**src/logic/rx_match_regs.svh**
```systemverilog
// Register offsets, field positions and reset values of the isochronous receive match filter.
// Assumes byte addresses of 12 bits and 32-bit register data.
`ifndef RX_MATCH_REGS_SVH
`define RX_MATCH_REGS_SVH

`define RXM_ADDR_W 12
`define RXM_CTX_COUNT 4
`define RXM_MATCH_BASE 12'h410
`define RXM_CTL_SET_BASE 12'h400
`define RXM_CTL_CLR_BASE 12'h404
`define RXM_CTX_STRIDE 12'h020

`define RXM_ACCEPT_TAG_CODE_THREE_BIT 31
`define RXM_ACCEPT_TAG_CODE_TWO_BIT 30
`define RXM_ACCEPT_TAG_CODE_ONE_BIT 29
`define RXM_ACCEPT_TAG_CODE_ZERO_BIT 28
`define RXM_RSVD_HI_BIT 27
`define RXM_CYCLE_MSB 26
`define RXM_CYCLE_LSB 12
`define RXM_SYNC_MSB 11
`define RXM_SYNC_LSB 8
`define RXM_RSVD_LO_BIT 7
`define RXM_SYNC_FILTER_BIT 6
`define RXM_CHANNEL_MSB 5
`define RXM_CHANNEL_LSB 0
`define RXM_MATCH_WMASK 32'hf7ffff7f
`define RXM_MATCH_RESET 32'h00000000

`define RXM_CTL_CYCLE_EN_BIT 29
`define RXM_CTL_RUN_BIT 15
`define RXM_CTL_ACTIVE_BIT 10
`define RXM_CTL_RESET 32'h00000000

`define RXM_TIMER_SEC_MSB 26
`define RXM_TIMER_SEC_LSB 25
`define RXM_TIMER_CYC_MSB 24
`define RXM_TIMER_CYC_LSB 12

`define RXM_TAG_THREE 2'h3
`define RXM_TAG_TWO 2'h2
`define RXM_TAG_ONE 2'h1
`define RXM_TAG_ZERO 2'h0
`define RXM_SYNC_TOP_CLEAR 2'h0

`endif

```
**src/logic/rx_match_pkg.sv**
```systemverilog
// Types shared by the isochronous receive match filter modules.
// Assumes the field layout of the match register in rx_match_regs.svh.
`default_nettype none

package rx_match_pkg;

  typedef struct packed {
    logic accept_tag_code_three;
    logic accept_tag_code_two;
    logic accept_tag_code_one;
    logic accept_tag_code_zero;
    logic reserved_hi;
    logic [14:0] start_cycle_target;
    logic [3:0] sync_value;
    logic reserved_lo;
    logic restrict_tag_one_by_sync;
    logic [5:0] accepted_channel_id;
  } match_fields_type;

  typedef struct packed {
    logic [5:0] channel;
    logic [1:0] tag;
    logic [3:0] sync;
  } iso_header_type;

  typedef enum logic [2:0] {
    GATE_IDLE = 3'b001,
    GATE_WAIT_CYCLE = 3'b010,
    GATE_RECEIVING = 3'b100
  } gate_state_type;

  typedef struct packed {
    gate_state_type state;
  } gate_regs_type;

endpackage

`default_nettype wire

```
**src/logic/ctx_filter.sv**
```systemverilog
// Combinational acceptance check of one receive context against one packet header.
// Assumes the header and valid are registered by the caller.
`timescale 1ns/1ps
`default_nettype none
`include "rx_match_regs.svh"

module ctx_filter
(
  // Context settings.
  input wire rx_match_pkg::match_fields_type match,
  input wire logic receiving,
  input wire logic wait_sync,
  // Packet.
  input wire logic pkt_valid,
  input wire rx_match_pkg::iso_header_type pkt,
  // Verdicts.
  output logic accept,
  output logic sync_hit
);

  logic tag_ok;
  logic chan_ok;

  always_comb
  begin
    unique case (pkt.tag)
      `RXM_TAG_THREE: tag_ok = match.accept_tag_code_three; // RULE1 RULE11
      `RXM_TAG_TWO: tag_ok = match.accept_tag_code_two; // RULE2 RULE11
      `RXM_TAG_ONE: tag_ok = match.accept_tag_code_one &&
        (!match.restrict_tag_one_by_sync ||
         pkt.sync[3:2] == `RXM_SYNC_TOP_CLEAR); // RULE3 RULE10 RULE12
      `RXM_TAG_ZERO: tag_ok = match.accept_tag_code_zero; // RULE4 RULE11
    endcase
    chan_ok = pkt.channel == match.accepted_channel_id; // RULE13
    accept = pkt_valid && receiving && chan_ok && tag_ok; // RULE16
    sync_hit = pkt_valid && receiving && wait_sync && chan_ok &&
      pkt.sync == match.sync_value; // RULE9
  end

endmodule
`default_nettype wire

```
**src/logic/cycle_start_gate.sv**
```systemverilog
// Start gate of one receive context: opens at run, or at the target cycle when asked.
// Assumes run and enable come from registers in the same clock domain.
`timescale 1ns/1ps
`default_nettype none

module cycle_start_gate
(
  // Clock and reset.
  input wire logic clk,
  input wire logic rst,
  // Control.
  input wire logic run,
  input wire logic start_on_cycle_enable,
  input wire logic [14:0] start_cycle_target,
  input wire logic [14:0] timer_now,
  // State.
  output logic receiving
);

  rx_match_pkg::gate_regs_type st_r;
  rx_match_pkg::gate_regs_type st_nxt;

  always_comb
  begin
    st_nxt = st_r;
    unique case (st_r.state)
      rx_match_pkg::GATE_IDLE:
      begin
        if (run && start_on_cycle_enable)
        begin
          st_nxt.state = rx_match_pkg::GATE_WAIT_CYCLE;
        end
        else if (run)
        begin
          st_nxt.state = rx_match_pkg::GATE_RECEIVING;
        end
      end
      rx_match_pkg::GATE_WAIT_CYCLE:
      begin
        if (!run)
        begin
          st_nxt.state = rx_match_pkg::GATE_IDLE;
        end
        else if (timer_now == start_cycle_target)
        begin
          st_nxt.state = rx_match_pkg::GATE_RECEIVING; // RULE8
        end
      end
      rx_match_pkg::GATE_RECEIVING:
      begin
        if (!run)
        begin
          st_nxt.state = rx_match_pkg::GATE_IDLE;
        end
      end
      default:
      begin
        st_nxt.state = rx_match_pkg::GATE_IDLE;
      end
    endcase
  end

  always_ff @(posedge clk or posedge rst)
  begin
    if (rst)
    begin
      st_r.state <= rx_match_pkg::GATE_IDLE;
    end
    else
    begin
      st_r <= st_nxt;
    end
  end

  assign receiving = st_r.state == rx_match_pkg::GATE_RECEIVING;

endmodule
`default_nettype wire

```
**src/logic/iso_rx_context_match_filter.sv**
```systemverilog
// Match filter of four isochronous receive contexts with their match and control registers.
// Assumes a single-cycle register port and one registered packet header per valid cycle.
//
// Notes on behaviour
// RULE1: tag-three bit accepts packets with tag 11b.
// RULE2: tag-two bit accepts packets with tag 10b.
// RULE3: tag-one bit accepts tag 01b, sync-restricted.
// RULE4: tag-zero bit accepts packets with tag 00b.
// RULE5: match bit 27 always reads zero.
// RULE6: match bit 7 always reads zero.
// RULE7: bits 26..12 hold seconds-low plus cycle target.
// RULE8: cycle-start enable waits for timer equal target.
// RULE9: sync field compared when descriptor waits on sync.
// RULE10: sync filter needs sync top bits 00b.
// RULE11: sync filter leaves other tags untouched.
// RULE12: filter off means tag bits alone decide.
// RULE13: only the selected channel number is accepted.
// RULE14: four contexts, match register at base plus 32n.
// RULE15: software owns run; only a software clear or reset clears it.
// RULE16: deliver on channel, tag and start condition.
`timescale 1ns/1ps
`default_nettype none
`include "rx_match_regs.svh"

module iso_rx_context_match_filter
#(
  parameter int CTX_COUNT = `RXM_CTX_COUNT
)
(
  // Clock and reset.
  input wire logic clk,
  input wire logic rst,
  // Register port.
  input wire logic [`RXM_ADDR_W-1:0] reg_addr,
  input wire logic reg_wr,
  input wire logic [31:0] reg_wdata,
  input wire logic reg_rd,
  output logic [31:0] reg_rdata,
  output logic reg_rvalid,
  // Cycle timer and descriptor state.
  input wire logic [31:0] cycle_timer,
  input wire logic [CTX_COUNT-1:0] wait_sync,
  // Incoming packet headers.
  input wire logic pkt_valid,
  input wire rx_match_pkg::iso_header_type pkt,
  // Per-context results.
  output logic [CTX_COUNT-1:0] ctx_accept,
  output logic [CTX_COUNT-1:0] ctx_sync_hit,
  output logic [CTX_COUNT-1:0] ctx_receiving,
  output rx_match_pkg::iso_header_type out_pkt
);

  typedef struct packed {
    rx_match_pkg::match_fields_type [CTX_COUNT-1:0] match;
    logic [CTX_COUNT-1:0] run;
    logic [CTX_COUNT-1:0] cycle_en;
    logic [CTX_COUNT-1:0] accept;
    logic [CTX_COUNT-1:0] sync_hit;
    logic [CTX_COUNT-1:0] recv;
    rx_match_pkg::iso_header_type hdr;
    logic [31:0] rdata;
    logic rvalid;
  } top_regs_type;

  top_regs_type st_r;
  top_regs_type st_nxt;

  logic [14:0] timer_now;
  logic [CTX_COUNT-1:0] gate_open;
  logic [CTX_COUNT-1:0] accept_c;
  logic [CTX_COUNT-1:0] sync_hit_c;

  // The low two seconds bits sit above the 13-bit cycle number.
  assign timer_now = {cycle_timer[`RXM_TIMER_SEC_MSB:`RXM_TIMER_SEC_LSB],
    cycle_timer[`RXM_TIMER_CYC_MSB:`RXM_TIMER_CYC_LSB]}; // RULE7

  genvar g;
  generate
    for (g = 0; g < CTX_COUNT; g++)
    begin : g_ctx
      cycle_start_gate u_gate
      (
        .clk(clk),
        .rst(rst),
        .run(st_r.run[g]),
        .start_on_cycle_enable(st_r.cycle_en[g]),
        .start_cycle_target(st_r.match[g].start_cycle_target), // RULE7
        .timer_now(timer_now),
        .receiving(gate_open[g])
      );
      ctx_filter u_filter
      (
        .match(st_r.match[g]),
        .receiving(gate_open[g]),
        .wait_sync(wait_sync[g]),
        .pkt_valid(pkt_valid),
        .pkt(pkt),
        .accept(accept_c[g]),
        .sync_hit(sync_hit_c[g])
      );
    end
  endgenerate

  always_comb
  begin
    logic [`RXM_ADDR_W-1:0] stride_off;
    st_nxt = st_r;
    stride_off = '0;
    st_nxt.accept = accept_c; // RULE16
    st_nxt.sync_hit = sync_hit_c; // RULE9
    st_nxt.recv = gate_open;
    st_nxt.hdr = pkt;
    st_nxt.rvalid = reg_rd;
    st_nxt.rdata = 32'h00000000;
    for (int n = 0; n < CTX_COUNT; n++)
    begin
      stride_off = `RXM_ADDR_W'(n * `RXM_CTX_STRIDE); // RULE14
      // Writable bits only: reserved bits 27 and 7 stay zero.
      if (reg_wr && reg_addr == `RXM_MATCH_BASE + stride_off)
      begin
        st_nxt.match[n] = rx_match_pkg::match_fields_type'(reg_wdata &
          `RXM_MATCH_WMASK); // RULE5 RULE6
      end
      // Control is a set/clear pair; run changes only by software or reset.
      if (reg_wr && reg_addr == `RXM_CTL_SET_BASE + stride_off)
      begin
        if (reg_wdata[`RXM_CTL_RUN_BIT])
        begin
          st_nxt.run[n] = 1'b1; // RULE15
        end
        if (reg_wdata[`RXM_CTL_CYCLE_EN_BIT])
        begin
          st_nxt.cycle_en[n] = 1'b1; // RULE8
        end
      end
      if (reg_wr && reg_addr == `RXM_CTL_CLR_BASE + stride_off)
      begin
        if (reg_wdata[`RXM_CTL_RUN_BIT])
        begin
          st_nxt.run[n] = 1'b0; // RULE15
        end
        if (reg_wdata[`RXM_CTL_CYCLE_EN_BIT])
        begin
          st_nxt.cycle_en[n] = 1'b0;
        end
      end
      if (reg_rd && reg_addr == `RXM_MATCH_BASE + stride_off)
      begin
        st_nxt.rdata = st_r.match[n] & `RXM_MATCH_WMASK; // RULE5 RULE6
      end
      if (reg_rd && (reg_addr == `RXM_CTL_SET_BASE + stride_off ||
          reg_addr == `RXM_CTL_CLR_BASE + stride_off))
      begin
        st_nxt.rdata[`RXM_CTL_CYCLE_EN_BIT] = st_r.cycle_en[n];
        st_nxt.rdata[`RXM_CTL_RUN_BIT] = st_r.run[n];
        st_nxt.rdata[`RXM_CTL_ACTIVE_BIT] = gate_open[n];
      end
    end
  end

  always_ff @(posedge clk or posedge rst)
  begin
    if (rst)
    begin
      st_r <= '0;
    end
    else
    begin
      st_r <= st_nxt;
    end
  end

  assign reg_rdata = st_r.rdata;
  assign reg_rvalid = st_r.rvalid;
  assign ctx_accept = st_r.accept;
  assign ctx_sync_hit = st_r.sync_hit;
  assign ctx_receiving = st_r.recv;
  assign out_pkt = st_r.hdr;

endmodule
`default_nettype wire

```
**config.mk**
```make
export PLATFORM = sky130hd
export DESIGN_NAME = iso_rx_context_match_filter
export DESIGN_NICKNAME = d
export VERILOG_FILES = /design/src/logic/rx_match_pkg.sv /design/src/logic/ctx_filter.sv /design/src/logic/cycle_start_gate.sv /design/src/logic/iso_rx_context_match_filter.sv
export VERILOG_INCLUDE_DIRS = /design/src /design/src/logic
export SDC_FILE = /design/constraint.sdc
export NUM_CORES = 1
export LEC_CHECK = 0
export ABC_AREA = 0
export BUFFER_PORTS_ARGS = -buffer_cell sky130_fd_sc_hd__buf_2
export CAP_MARGIN = 25
export CORE_ASPECT_RATIO = 1.4
export CORE_MARGIN = 1.5
export CORE_UTILIZATION = 48
export CTS_BUF_LIST = sky130_fd_sc_hd__clkbuf_4 sky130_fd_sc_hd__clkbuf_8
export CTS_CLUSTER_DIAMETER = 200
export CTS_CLUSTER_SIZE = 24
export DETAILED_ROUTE_END_ITERATION = 8
export MAX_ROUTING_LAYER = met4
export PLACE_DENSITY = 0.82
export SETUP_SLACK_MARGIN = 0.5
export SLEW_MARGIN = 20
export SYNTH_ARGS = -nofsm -noshare
export SYNTH_HDL_FRONTEND = slang
export SYNTH_SLANG_ARGS = --single-unit
```
**constraint.sdc**
```tcl
create_clock -name clk -period 5.12 [get_ports clk]
set_input_delay 0.256 -clock clk [delete_from_list [all_inputs] [get_ports clk]]
set_output_delay 0.256 -clock clk [all_outputs]
set_load 0.02 [all_outputs]
```
==> results of run 1 <==
routing by layer:
metal,part of all wire [%],up-vias,GRT usage [%]
met2,51,273,41.1
met5,0,-,-
met1,39,3367,29.7
met3,6.5,62,3.99
met4,3.2,0,10.9
li1,-,3037,-
cell families (layout without fill, tap and decap cells):
kind of cell,count (synthesis),count (layout),share of synthesized area (%)
AND/OR/NAND/NOR,152,152,9.27
other,1,7,0.0406
AO/OA/AOI/OAI,145,145,9.80
XOR/XNOR,101,101,9.57
multiplexers,128,128,15.8
flip-flops,195,195,52.8
buffers and inverters,52,200,2.75
cells in the mapped netlist (5+ instances only):
library cell | instances | area, µm²
sky130_fd_sc_hd__a21oi_1 | 56 | 280
sky130_fd_sc_hd__a22oi_1 | 30 | 225
sky130_fd_sc_hd__and2_1 | 7 | 43.8
sky130_fd_sc_hd__buf_2 | 14 | 70.1
sky130_fd_sc_hd__clkbuf_1 | 20 | 75.1
sky130_fd_sc_hd__dfrtp_1 | 191 | 4780
sky130_fd_sc_hd__inv_1 | 9 | 33.8
sky130_fd_sc_hd__mux2_1 | 120 | 1350
sky130_fd_sc_hd__mux2i_1 | 6 | 60.1
sky130_fd_sc_hd__nand2_1 | 14 | 52.6
sky130_fd_sc_hd__nand2b_1 | 8 | 50.1
sky130_fd_sc_hd__nand3_1 | 14 | 70.1
sky130_fd_sc_hd__nand4_1 | 15 | 93.8
sky130_fd_sc_hd__nor2_1 | 41 | 154
sky130_fd_sc_hd__nor2b_1 | 6 | 37.5
sky130_fd_sc_hd__nor3_1 | 12 | 60.1
sky130_fd_sc_hd__nor3b_1 | 6 | 45.0
sky130_fd_sc_hd__nor4_1 | 8 | 50.1
sky130_fd_sc_hd__o21ai_0 | 23 | 115
sky130_fd_sc_hd__o22ai_1 | 8 | 50.1
sky130_fd_sc_hd__o31ai_1 | 5 | 37.5
sky130_fd_sc_hd__xnor2_1 | 68 | 596
sky130_fd_sc_hd__xor2_1 | 33 | 289
state kept, by name, indices dropped and copies added, names as in the netlist, named ones only:
register           count
out_pkt               12
ctx_receiving          4
ctx_accept             4
st_r                 120
ctx_sync_hit           4
reg_rdata             30
g_ctx.u_gate.st_r     12
reg_rvalid             1
final cells by class:
type	count	area, µm²
clock inverters	12	130
clock buffers	20	263
fillers	1558	8050
diodes	5	12.5
inverters	9	37.5
repair buffers	159	933
flip-flops and latches	195	4880
multi-input cells	528	4140
well taps	244	305
timing repair:
item,4_1_cts,5_1_grt
endpoints found under the setup margin,0,0
hold buffers,14,1
hold endpoints to repair,14,92
stage by stage:
step                      cells  util (%)  hold slack, ns
final                      1172      57.1          0.0200
after global routing       1171      57.1          0.0199
after CTS                  1164      56.8          0.0132
after detailed placement   1118      53.9           0.464
after global placement     1118      53.9           0.463
after floorplan             775         -           0.287
worst paths after layout:
| check | start | to | slack, ns | cells past startpoint |
|---|---|---|---|---|
| min in group asynchronous | rst | reg_rvalid$_DFF_PP0_ | 0.44 | 4 |
| max | g_ctx[0].u_gate.st_r[1]$_DFFE_PP0P_ | ctx_accept[0]$_DFF_PP0_ | 2.77 | 4 |
| min | wait_sync[0] | ctx_sync_hit[0]$_DFF_PP0_ | 0.02 | 3 |
| max in group asynchronous | rst | g_ctx[0].u_gate.st_r[0]$_DFFE_PP1P_ | 3.82 | 5 |
| min reg2reg | flip-flop | g_ctx[2].u_gate.st_r[0]$_DFFE_PP1P_ | 0.48 | 1 |
| max reg2reg | g_ctx[0].u_gate.st_r[1]$_DFFE_PP0P_ | ctx_accept[0]$_DFF_PP0_ | 2.77 | 4 |
power groups by stage:
stage / logic [mW] / clock network, mW / registers [mW]
2_1_floorplan: 0.157 / 0 / 1.64
3_3_place_gp: 0.264 / 0 / 1.63
3_5_place_dp: 0.269 / 0 / 1.63
4_1_cts: 0.278 / 1.02 / 1.60
5_1_grt: 0.307 / 1.07 / 1.61
6_report: 0.280 / 0.996 / 1.60
worst reg2reg max path, stage by stage (launching register included):
cell	delay, ns
sky130_fd_sc_hd__dfrtp_1	0.39
sky130_fd_sc_hd__nor3b_1	0.85
sky130_fd_sc_hd__nand3_1	0.16
sky130_fd_sc_hd__or3_1	0.46
sky130_fd_sc_hd__a211oi_1	0.36
==> flow_results.org, run 1 <==
** Power and ir drop
- Cell internal power was estimated by the tool at 2.15 mW.
- Summing internal, switching and leakage power gives 2.88 mW.
- In this run the static leakage power is 5.26 nW.
- Of the total power, the clock network draws 34.6%.
- The worst-case IR drop observed on VDD is 227 µV.
- Sw Pwr :: 723 µW
- Sequential share of power :: 55.7%
- Combinational cell fraction of total power :: 9.7%
- Net switching is 25.1% of the power.
- Dividing total power by cell area gives a power density of 269 nW/µm².

** Timing
- Final clock skew :: 0.00822 ns
- Achievable clock frequency :: 0.426 GHz
- Max-slew headroom at the worst pin :: 30.9%
- Setup violations remaining at the end of the flow were counted as 0.
- Of the available clock period, the critical path in the final layout requires 45.8%.
- Worst-margin pin slew :: 1.03 ns
- Setup slack of the critical path after layout :: 2.77 ns
- The total count of max-transition violations in the final report was 0.
- Setup TNS after final layout :: 0 ns
- Unrepaired setup endpoints after global routing :: false
- Subtracting the final worst setup slack from the clock period gives 2.35 ns.
- The number of failing hold endpoints at the final stage came to 0.

** Final layout
- Cell area after layout :: 10700 µm²
- After the last flow step, the layout net total stands at 1007.
- Relative to the synthesized area, the layout overhead comes to 15.8%.
- Most used cells in the layout excluding fill and tap cells :: sky130_fd_sc_hd__dfrtp_1, sky130_fd_sc_hd__buf_2, sky130_fd_sc_hd__mux2_1, sky130_fd_sc_hd__xnor2_1, sky130_fd_sc_hd__a21oi_1
- Proportion of layout cells with a drive suffix above 1 :: 22.0%
- The library cell used most frequently in the layout, excluding fill and tap cells, is sky130_fd_sc_hd__dfrtp_1.

** Route
- Dividing the detail-routed wire length by the instance count gives 19.8 µm.
- The final route contains 6739 vias.
- Vias per inst :: 5.75
- The final layout contains routed wiring with a total length of 23200 µm.
- The first detailed-routing pass ran for 5 iterations.
- In this run the remaining antenna-violating nets after routing total 0.
- For this run, design rule violations remaining after detail routing come to 0.
- Iter 0 DRT Violations :: 485

** Floorplanning
- The total area inside the core boundary comes to 18800 µm².
- The die is 120 µm wide.
- Total number of placement rows :: 59
- The die covers 20100 µm².
- The initial utilization of the core area, before any placement, comes to 49.3%.
- DIE HEIGHT :: 167 µm
- 154 I/O pins were placed.

** Placement
- Final Wtd Congestion :: 0.933
- In this run the tool buffered the top-level ports with 132 buffer cells.
- Detailed placement ended at an HPWL of 15900 µm.
- Minimum setup slack after placement :: 2.22 ns
- Placed cell areas :: 10100 µm²

** Critical path
- Maximum net fanout on the critical path :: 5
- Slowest stage delay, CP :: 0.85 ns
- STA classifies the critical path endpoint as a flip-flop.
- CP Data Required Time :: 5.47 ns
- Class of the most critical setup path :: flip-flop to flip-flop
- Top Family by Delay on Critical Path :: simple AND/OR/NAND/NOR gates
- Slowest cell on crit path :: sky130_fd_sc_hd__nor3b_1
- Arrival time reported for the critical path endpoint :: 2.69 ns
- STA classifies the critical path startpoint as a flip-flop.
- Together, buffers and inverters on the worst path number 0.
- Cell breakdown of the critical path :: nor3b_1, nand3_1, or3_1, a211oi_1

** Min path
- Classification of the worst-slack hold path :: input pin to flip-flop

** Yosys
- Async set-reset flop share out of synthesis :: 100%
- Number of instances in the synthesized netlist :: 774
- Post-Synthesis Cell Area :: 9250 µm²
- Count of different cell masters after synthesis :: 59
- Counting flops with a built-in enable in the synthesized netlist gives 0.
- Primary FF master, synth :: sky130_fd_sc_hd__dfrtp_1
- Of the synthesized area, sequential elements account for 52.8%.
- For this run, the number of Yosys warnings is 0.
- Synth Area per Inst :: 11.9 µm²
- Synthesized flop and latch total :: 195

** Global routing
- Pin count of the biggest net entering global routing :: 196
- The number of global-route vias before repair is 6964.
- Initial antenna violation count :: 4
- All-layer global routing usage :: 24.7%
- The first global-routing pass estimated 37100 µm of wire.
- Leftover overflow at the end of global routing :: 0

** Clock tree
- The number of gates resized after CTS was 0.
- Root buffer selected by CTS :: sky130_fd_sc_hd__clkbuf_8
- Counting every sink on the clock net gives 195.
- After clock tree synthesis, the clock-pin slew on the worst setup and hold paths is 0.09 ns.
- Number of post-CTS setup repair buffers :: 0
- CTS Buf Count :: 17
- Counting along the longest clock path gives a buffer depth of 2.
- H-tree lvl count :: 4
- Clock tree from TritonCTS :: yes
- Clock latency on the worst-skew pair :: 0.48 ns

** Run
- Max-cap violations in this run came to 0.

** Run status
- The flow ran to the end, and the final reports show no timing, DRC or antenna violations.
Power figures use the tool's default switching activity.
==> run 2: changes to the inputs <==
clock period = 2.05 ns   (was 5.12 ns; I/O delays follow)
==> run 2 against run 1 <==
Net effect:
- critical path depth up 2
- total power grew to 2.7 times the previous value
- cell count is 5.7% higher
- critical path type unchanged
==> flow_results.org, run 2 (synthesized netlist as in run 1, its figures left out) <==
** Final layout
- Post-Layout Cell Count :: 1239
- Cell area after layout :: 11800 µm²
- The library cell used most frequently in the layout, excluding fill and tap cells, is sky130_fd_sc_hd__dfrtp_1.
- In the layout the commonest cells are sky130_fd_sc_hd__dfrtp_1, sky130_fd_sc_hd__buf_2, sky130_fd_sc_hd__mux2_1, sky130_fd_sc_hd__a21oi_1, sky130_fd_sc_hd__xnor2_1.
- Synth-to-layout area growth :: 27.6%
- Flip-flop count of the largest register after layout :: 120
- In the final layout, the share of cells above drive strength 1 is 27.7%.
- Largest reg by FF count :: st_r
- Layout net count :: 1079
- Antenna diode instance count :: 0
- Final core utilization :: 62.9%

** Timing
- Setup violations remaining at the end of the flow were counted as 0.
- Unrepaired setup endpoints after global routing :: true
- Max-slew headroom at the worst pin :: 64.5%
- Final cycle utilization of the critical path :: 77.9%
- The total count of max-transition violations in the final report came to 0.
- Final clock skew :: 0.0160 ns
- Subtracting the final worst setup slack from the clock period gives 1.60 ns.
- Derived from the worst setup path, the maximum achievable clock frequency is 0.626 GHz.
- Hold WS :: 0.0298 ns
- Final Hold Fails :: 0
- For the pin with the worst max-slew slack, the measured transition is 0.529 ns.

** Power and ir drop
- Summing internal, switching and leakage power gives 7.74 mW.
- The analysis attributes to cell leakage a power of 5.76 nW.
- Power spread over the standard cell area amounts to 656 nW/µm².
- Across the VDD grid, the largest voltage drop is 661 µV.

** Critical path
- STA puts the critical path data arrival time at 1.97 ns.
- Of all nets on the critical path, the largest fanout is 2.
- STA classifies the critical path startpoint as a flip-flop.
- CP Data Required Time :: 2.42 ns
- The startpoint identified for the worst register-to-register timing path is st_r[175]$_DFFE_PP0P_.
- Setup slack of the worst register-to-register path :: 0.45 ns
- The worst setup path is captured at a flip-flop.
- The critical path is of the flip-flop to flip-flop type.
- The worst register-to-register path ends at g_ctx[3].u_gate.st_r[1]$_DFFE_PP0P_.
- Measured in cells, the most critical reg-to-reg path has a length of 6.

** Clock tree
- After clock tree synthesis, the clock-pin slew on the worst setup and hold paths is 0.10 ns.
- At the later pin of the worst-skew pair, clock insertion delay measures 0.48 ns.
- H-tree lvl count :: 4
- Root buffer selected by CTS :: sky130_fd_sc_hd__clkbuf_8
- The clock passes through at most 2 buffers.
- Buffers inserted during clock tree synthesis total 17.
- Clock tree from TritonCTS :: yes
- For this design, the sink count on the clock tree is 195.

** Route
- Summed over all layers, the routed wires come to 25700 µm.
- Vias per inst :: 5.74
- In this run, the number of DRC markers left after iteration 0 of detailed routing was 532.
- In the routed design, unresolved DRC markers number 0.
- Iteration count of the initial detailed-routing pass :: 5
- Drt wl/cell :: 20.7 µm
- The count of nets left with antenna violations once routing finished came out at 0.
- The routed layout has 7111 vias.

** Floorplanning
- Core area :: 18800 µm²
- In this run the horizontal extent of the chip is 120 µm.
- DIE HEIGHT :: 167 µm
- Ports :: 154
- The die covers 20100 µm².
- Initial standard-cell utilization of the core :: 49.3%
- Total number of placement rows :: 59

** Global routing
- Initial antenna violation count :: 0
- Leftover overflow at the end of global routing :: 0
- The number of global-route vias before repair is 7610.
- The first global-routing pass estimated 40200 µm of wire.
- All-layer global routing usage :: 26.8%
- Entering global routing, the biggest net connects 64 pins.

** Run status
- Result of the run :: completed

** Min path
- Classification of the worst-slack hold path :: input pin to flip-flop
- Counting instances, the worst hold path has a depth of 3.
- Worst Min Path Start :: reg_addr[5]

** Run
- Across the run, the number of max-cap violations was 0.

** Placement
- Detailed-placement wirelength estimate :: 16900 µm
- Final Wtd Congestion :: 0.923
- After detailed placement, the total cell area comes to 10400 µm².
- Port Buf Inserts :: 132
- Counting tap cells, the placed design contains a total of 1140 instances.
-- run 2: cell types whose count changed in the layout (fill, tap and decap cells not counted), moves of 3 or more --
cell,delta
sky130_fd_sc_hd__buf_6,+4
sky130_fd_sc_hd__xnor2_2,+13
sky130_fd_sc_hd__nor4_1,-6
sky130_fd_sc_hd__xnor2_1,-13
sky130_fd_sc_hd__buf_12,+11
sky130_fd_sc_hd__nor3_2,+3
sky130_fd_sc_hd__nor3b_1,-3
sky130_fd_sc_hd__nor3_1,-4
sky130_fd_sc_hd__nor4_2,+5
sky130_fd_sc_hd__buf_4,+24
sky130_fd_sc_hd__dlygate4sd3_1,+35
sky130_fd_sc_hd__diode_2,-5
sky130_fd_sc_hd__clkinv_2,-5
-- run 2: cell type report --
class                   count  area (µm²)
multi-input cells         528        4400
flip-flops and latches    195        4880
well taps                 244         305
fillers                  1444        6960
clock inverters            11         189
clock buffers              21         283
inverters                   9        37.5
repair buffers            231        1690
-- run 2: metal layers --
layer	GRT usage (%)	wire [µm]	vias to the layer above
met1	31.3	10000	3549
met2	45.5	13500	311
met3	3.92	1280	77
met5	-	0	-
met4	12.3	890	0
li1	-	-	3174
-- run 2: timing repair --
action,4_1_cts,5_1_grt
buffers inserted,11,6
gates resized for setup,16,30
hold buffers,50,0
pin swaps,20,22
endpoints found under the setup margin,12,15
endpoints found under the hold margin,216,0
-- run 2: critical path, stage by stage, from the launching register on --
cell and delay [ns]:
sky130_fd_sc_hd__dfrtp_1 0.41, sky130_fd_sc_hd__xnor2_1 0.17, sky130_fd_sc_hd__nand4_1 0.17, sky130_fd_sc_hd__nor4_2 0.33
sky130_fd_sc_hd__buf_4 0.19, sky130_fd_sc_hd__o22ai_2 0.07, sky130_fd_sc_hd__and2_1 0.13
-- run 2: worst max-delay path by stage --
stage                                                      to                   from  cells after the start
after detailed placement              reg_rdata[30]$_DFF_PP0_            reg_addr[9]                      7
after global placement                 reg_rdata[8]$_DFF_PP0_            reg_addr[9]                      7
after CTS                 g_ctx[2].u_gate.st_r[1]$_DFFE_PP0P_  st_r[151]$_DFFE_PP0P_                      6
after global routing      g_ctx[3].u_gate.st_r[1]$_DFFE_PP0P_  st_r[184]$_DFFE_PP0P_                      6
final                     g_ctx[3].u_gate.st_r[1]$_DFFE_PP0P_  st_r[175]$_DFFE_PP0P_                      6
after floorplan                    asynchronous set/reset pin                    rst                      1
-- run 2: report_power, final --
group          switching (mW)  internal (mW)  leakage (nW)
clock network            1.41           1.48         0.240
registers              0.0659           3.95          2.65
logic                   0.462          0.372          2.86
total                    1.94           5.80          5.76
-- run 2: per-stage QoR --
stage / setup WS (ns) / TNS (ns)
finish: 0.453 / 0
global route: 0.380 / 0
CTS: 0.510 / 0
detailed placement: 0.167 / 0
global placement: 0.218 / 0
floorplan: -0.568 / -108.42
==> run 3: changes to the inputs <==
PLACE_DENSITY = 0.8   (was 0.82)
clock period = 1.6 ns   (was 2.05 ns; I/O delays follow)
==> run 3 against run 2 <==
Net effect:
- the run now ends with negative setup slack left
- non-clock buffer count increased by 77
- core utilization increased by 11 points
- maximum frequency decreased by 7.9%
- combinational power increased by 84%
- count of clock-buffer cells in the layout increased by 1
- clock skew increased by 0.0098 ns
- sequential share of layout area decreased by 5.9 points
- routed wire length increased by 40%
- cell count increased by 5.9%
- register-to-register slack got worse by 0.59 ns
- hold slack improved by 0.027 ns
- critical path type unchanged
- largest power group unchanged
==> flow_results.org, run 3 (synthesized netlist as in run 1, its figures left out) <==
** Run status
- The flow ran to the end, but the final reports show violations.
- The final reports fail on negative setup slack.

** Power and ir drop
- After layout, the design draws a total of 9.79 mW.
- Summed over all cells, the static leakage comes to 6.31 nW.
- Max rail drop VDD :: 574 µV
- Cell area power density :: 711 nW/µm²

** Timing
- Based on the critical path, the design can be clocked at up to 0.576 GHz.
- Final hold analysis gives a worst-case slack of 0.0567 ns.
- Setup violators final :: 8
- The routed design could run at a clock period as short as 1.73 ns.
- Setup slack on the critical path of the routed design comes to -0.135 ns.
- Final Hold Fails :: 0
- Unrepaired setup endpoints after global routing :: true
- Headroom to the max-slew limit came out at 62.3%.
- Final cycle utilization of the critical path :: 108%
- Final clock skew :: 0.0258 ns
- Worst-margin pin slew :: 0.563 ns
- Setup TNS after final layout :: -0.659 ns
- The total count of max-transition violations in the final report came to 0.

** Final layout
- Synth-to-layout area growth :: 48.9%
- The library cell used most frequently in the layout, excluding fill and tap cells, is sky130_fd_sc_hd__dfrtp_1.
- The post-route netlist has 50.8% of its cells at a drive strength greater than 1.
- Ranked by flip-flop count, first place goes to st_r.
- Layout net count :: 1156
- The register with the most flip-flops in the layout has 120 of them.
- Final core utilization :: 73.4%
- # fillers :: 1078
- Most used cells in the layout excluding fill and tap cells :: sky130_fd_sc_hd__dfrtp_1, sky130_fd_sc_hd__mux2_4, sky130_fd_sc_hd__buf_2, sky130_fd_sc_hd__buf_4, sky130_fd_sc_hd__buf_6

** Floorplanning
- The floorplan step set the die width to 120 µm.
- The die covers 20100 µm².
- Ports :: 154
- Total number of placement rows :: 59
- From bottom edge to top edge, the die measures 167 µm.
- Initial standard-cell utilization of the core :: 49.3%
- Core area :: 18800 µm²

** Clock tree
- The later pin in the worst-skew pair is clocked with a latency of 0.49 ns.
- H-tree lvl count :: 4
- Clock tree from TritonCTS :: yes
- In this run, CTS created clock tree buffers numbering 17.
- The tree is rooted in a sky130_fd_sc_hd__clkbuf_8.
- Clock Pin Slew Worst Setup and Hold Paths :: 0.09 ns
- Count of clock tree sinks :: 195
- The clock passes through at most 2 buffers.

** Global routing
- Initial antenna violation count :: 1
- First-pass GRT wire length :: 49500 µm
- In the global route stage, overall resource usage came out at 33.8%.
- Pin count of the biggest net entering global routing :: 55
- The number of global-route vias before repair was 8469.
- Global routing finished with a remaining overflow of 0.

** Route
- Drt drc :: 0
- After detailed routing, the average wire length per cell comes to 27.4 µm.
- Vias per inst :: 6.39
- Iteration count of the initial detailed-routing pass :: 8
- Total via count after detailed routing :: 8384
- Antenna-violating nets left :: 0
- For this block, the routed nets add up to 35900 µm of wire.
- In this run, the number of DRC markers left after iteration 0 of detailed routing was 923.

** Min path
- Along the worst hold path, the cell count comes to 3.
- The min-delay analysis places its worst path in the category input pin to flip-flop.

** Critical path
- Top Family by Delay on Critical Path :: simple AND/OR/NAND/NOR gates
- CP Data Required Time :: 2.01 ns
- WP buf/inv :: 1
- Slowest stage delay, CP :: 0.44 ns
- Counting cells, the worst reg-to-reg path comes to 5.
- The critical path crosses 5 cells after its start point.
- Cell breakdown of the critical path :: nor3b_4, nand3_1, or3_4, a211oi_2, buf_4
- The worst setup path is of the flip-flop to flip-flop kind.
- Of all nets on the critical path, the largest fanout is 4.
- Data on the critical path arrives at its endpoint at 2.14 ns.
- Crit start category :: flip-flop
- Endpoint class of the critical path :: flip-flop
- For this design, the slowest cell found on the critical path is sky130_fd_sc_hd__dfrtp_1.

** Run
- The tool flagged a number of max-cap violations equal to 0.

** Placement
- Summed over all nets, the half-perimeter wirelength after detailed placement is 18800 µm.
- Port Buf Inserts :: 132
- At the end of routability-driven placement, the weighted congestion stood at 0.941.
==> run 3: worst paths after layout <==
kind | startpoint | slack, ns | to
max in group asynchronous | rst | 0.71 | g_ctx[0].u_gate.st_r[0]$_DFFE_PP1P_
min in group asynchronous | rst | 0.18 | out_pkt[7]$_DFF_PP0_
worst min-delay path | reg_wr | 0.06 | flip-flop
worst max-delay path | g_ctx[1].u_gate.st_r[1]$_DFFE_PP0P_ | -0.13 | ctx_accept[1]$_DFF_PP0_
worst max register to register | g_ctx[1].u_gate.st_r[1]$_DFFE_PP0P_ | -0.13 | ctx_accept[1]$_DFF_PP0_
worst min register to register | flip-flop | 0.51 | g_ctx[3].u_gate.st_r[0]$_DFFE_PP1P_
==> run 3: tightest hold or removal path, stage by stage <==
cell	delay, ns
sky130_fd_sc_hd__buf_2	0.16
sky130_fd_sc_hd__nand3_2	0.16
sky130_fd_sc_hd__o31ai_1	0.08
==> run 3: through the flow <==
step           setup WS (ns)  area (µm²)  cells
6_report              -0.135       13800   1312
5_1_grt               -0.194       13800   1312
4_1_cts              -0.0507       13200   1294
3_5_place_dp          -0.253       11200   1178
3_3_place_gp          -0.191       11200   1178
2_1_floorplan         -0.995        9930    775
==> run 3: where the power goes <==
group / total, mW / switching [mW] / internal [mW]
Sequential: 5.21 / 0.150 / 5.06
Combinational: 1.54 / 0.851 / 0.691
Clock: 3.04 / 1.72 / 1.32
==> run 3: layout make-up <==
type	count	area, µm²	area share, %
repair buffers	308	2950	21.4
inverters	9	37.5	0.273
flip-flops and latches	195	4890	35.5
multi-input cells	528	5240	38.1
clock buffers	22	284	2.06
diodes	1	2.50	0.0182
well taps	244	305	2.22
clock inverters	5	57.6	0.418
==> run 3: metal layers <==
metal	share of wire, %	up-vias	routed length [µm]	GRT usage, %
met5	0	-	0	-
met2	48	671	17100	53.8
li1	-	3339	-	-
met4	8.3	0	2990	21.0
met3	8.9	268	3210	6.95
met1	35	4106	12600	38.9
==> run 3: what timing repair did <==
action	4_1_cts	5_1_grt
cloned	11	0
hold buffers	49	0
gates resized for setup	154	101
pin swaps	38	41
hold endpoints to repair	234	0
buffers inserted	29	17
endpoints found under the setup margin	193	217
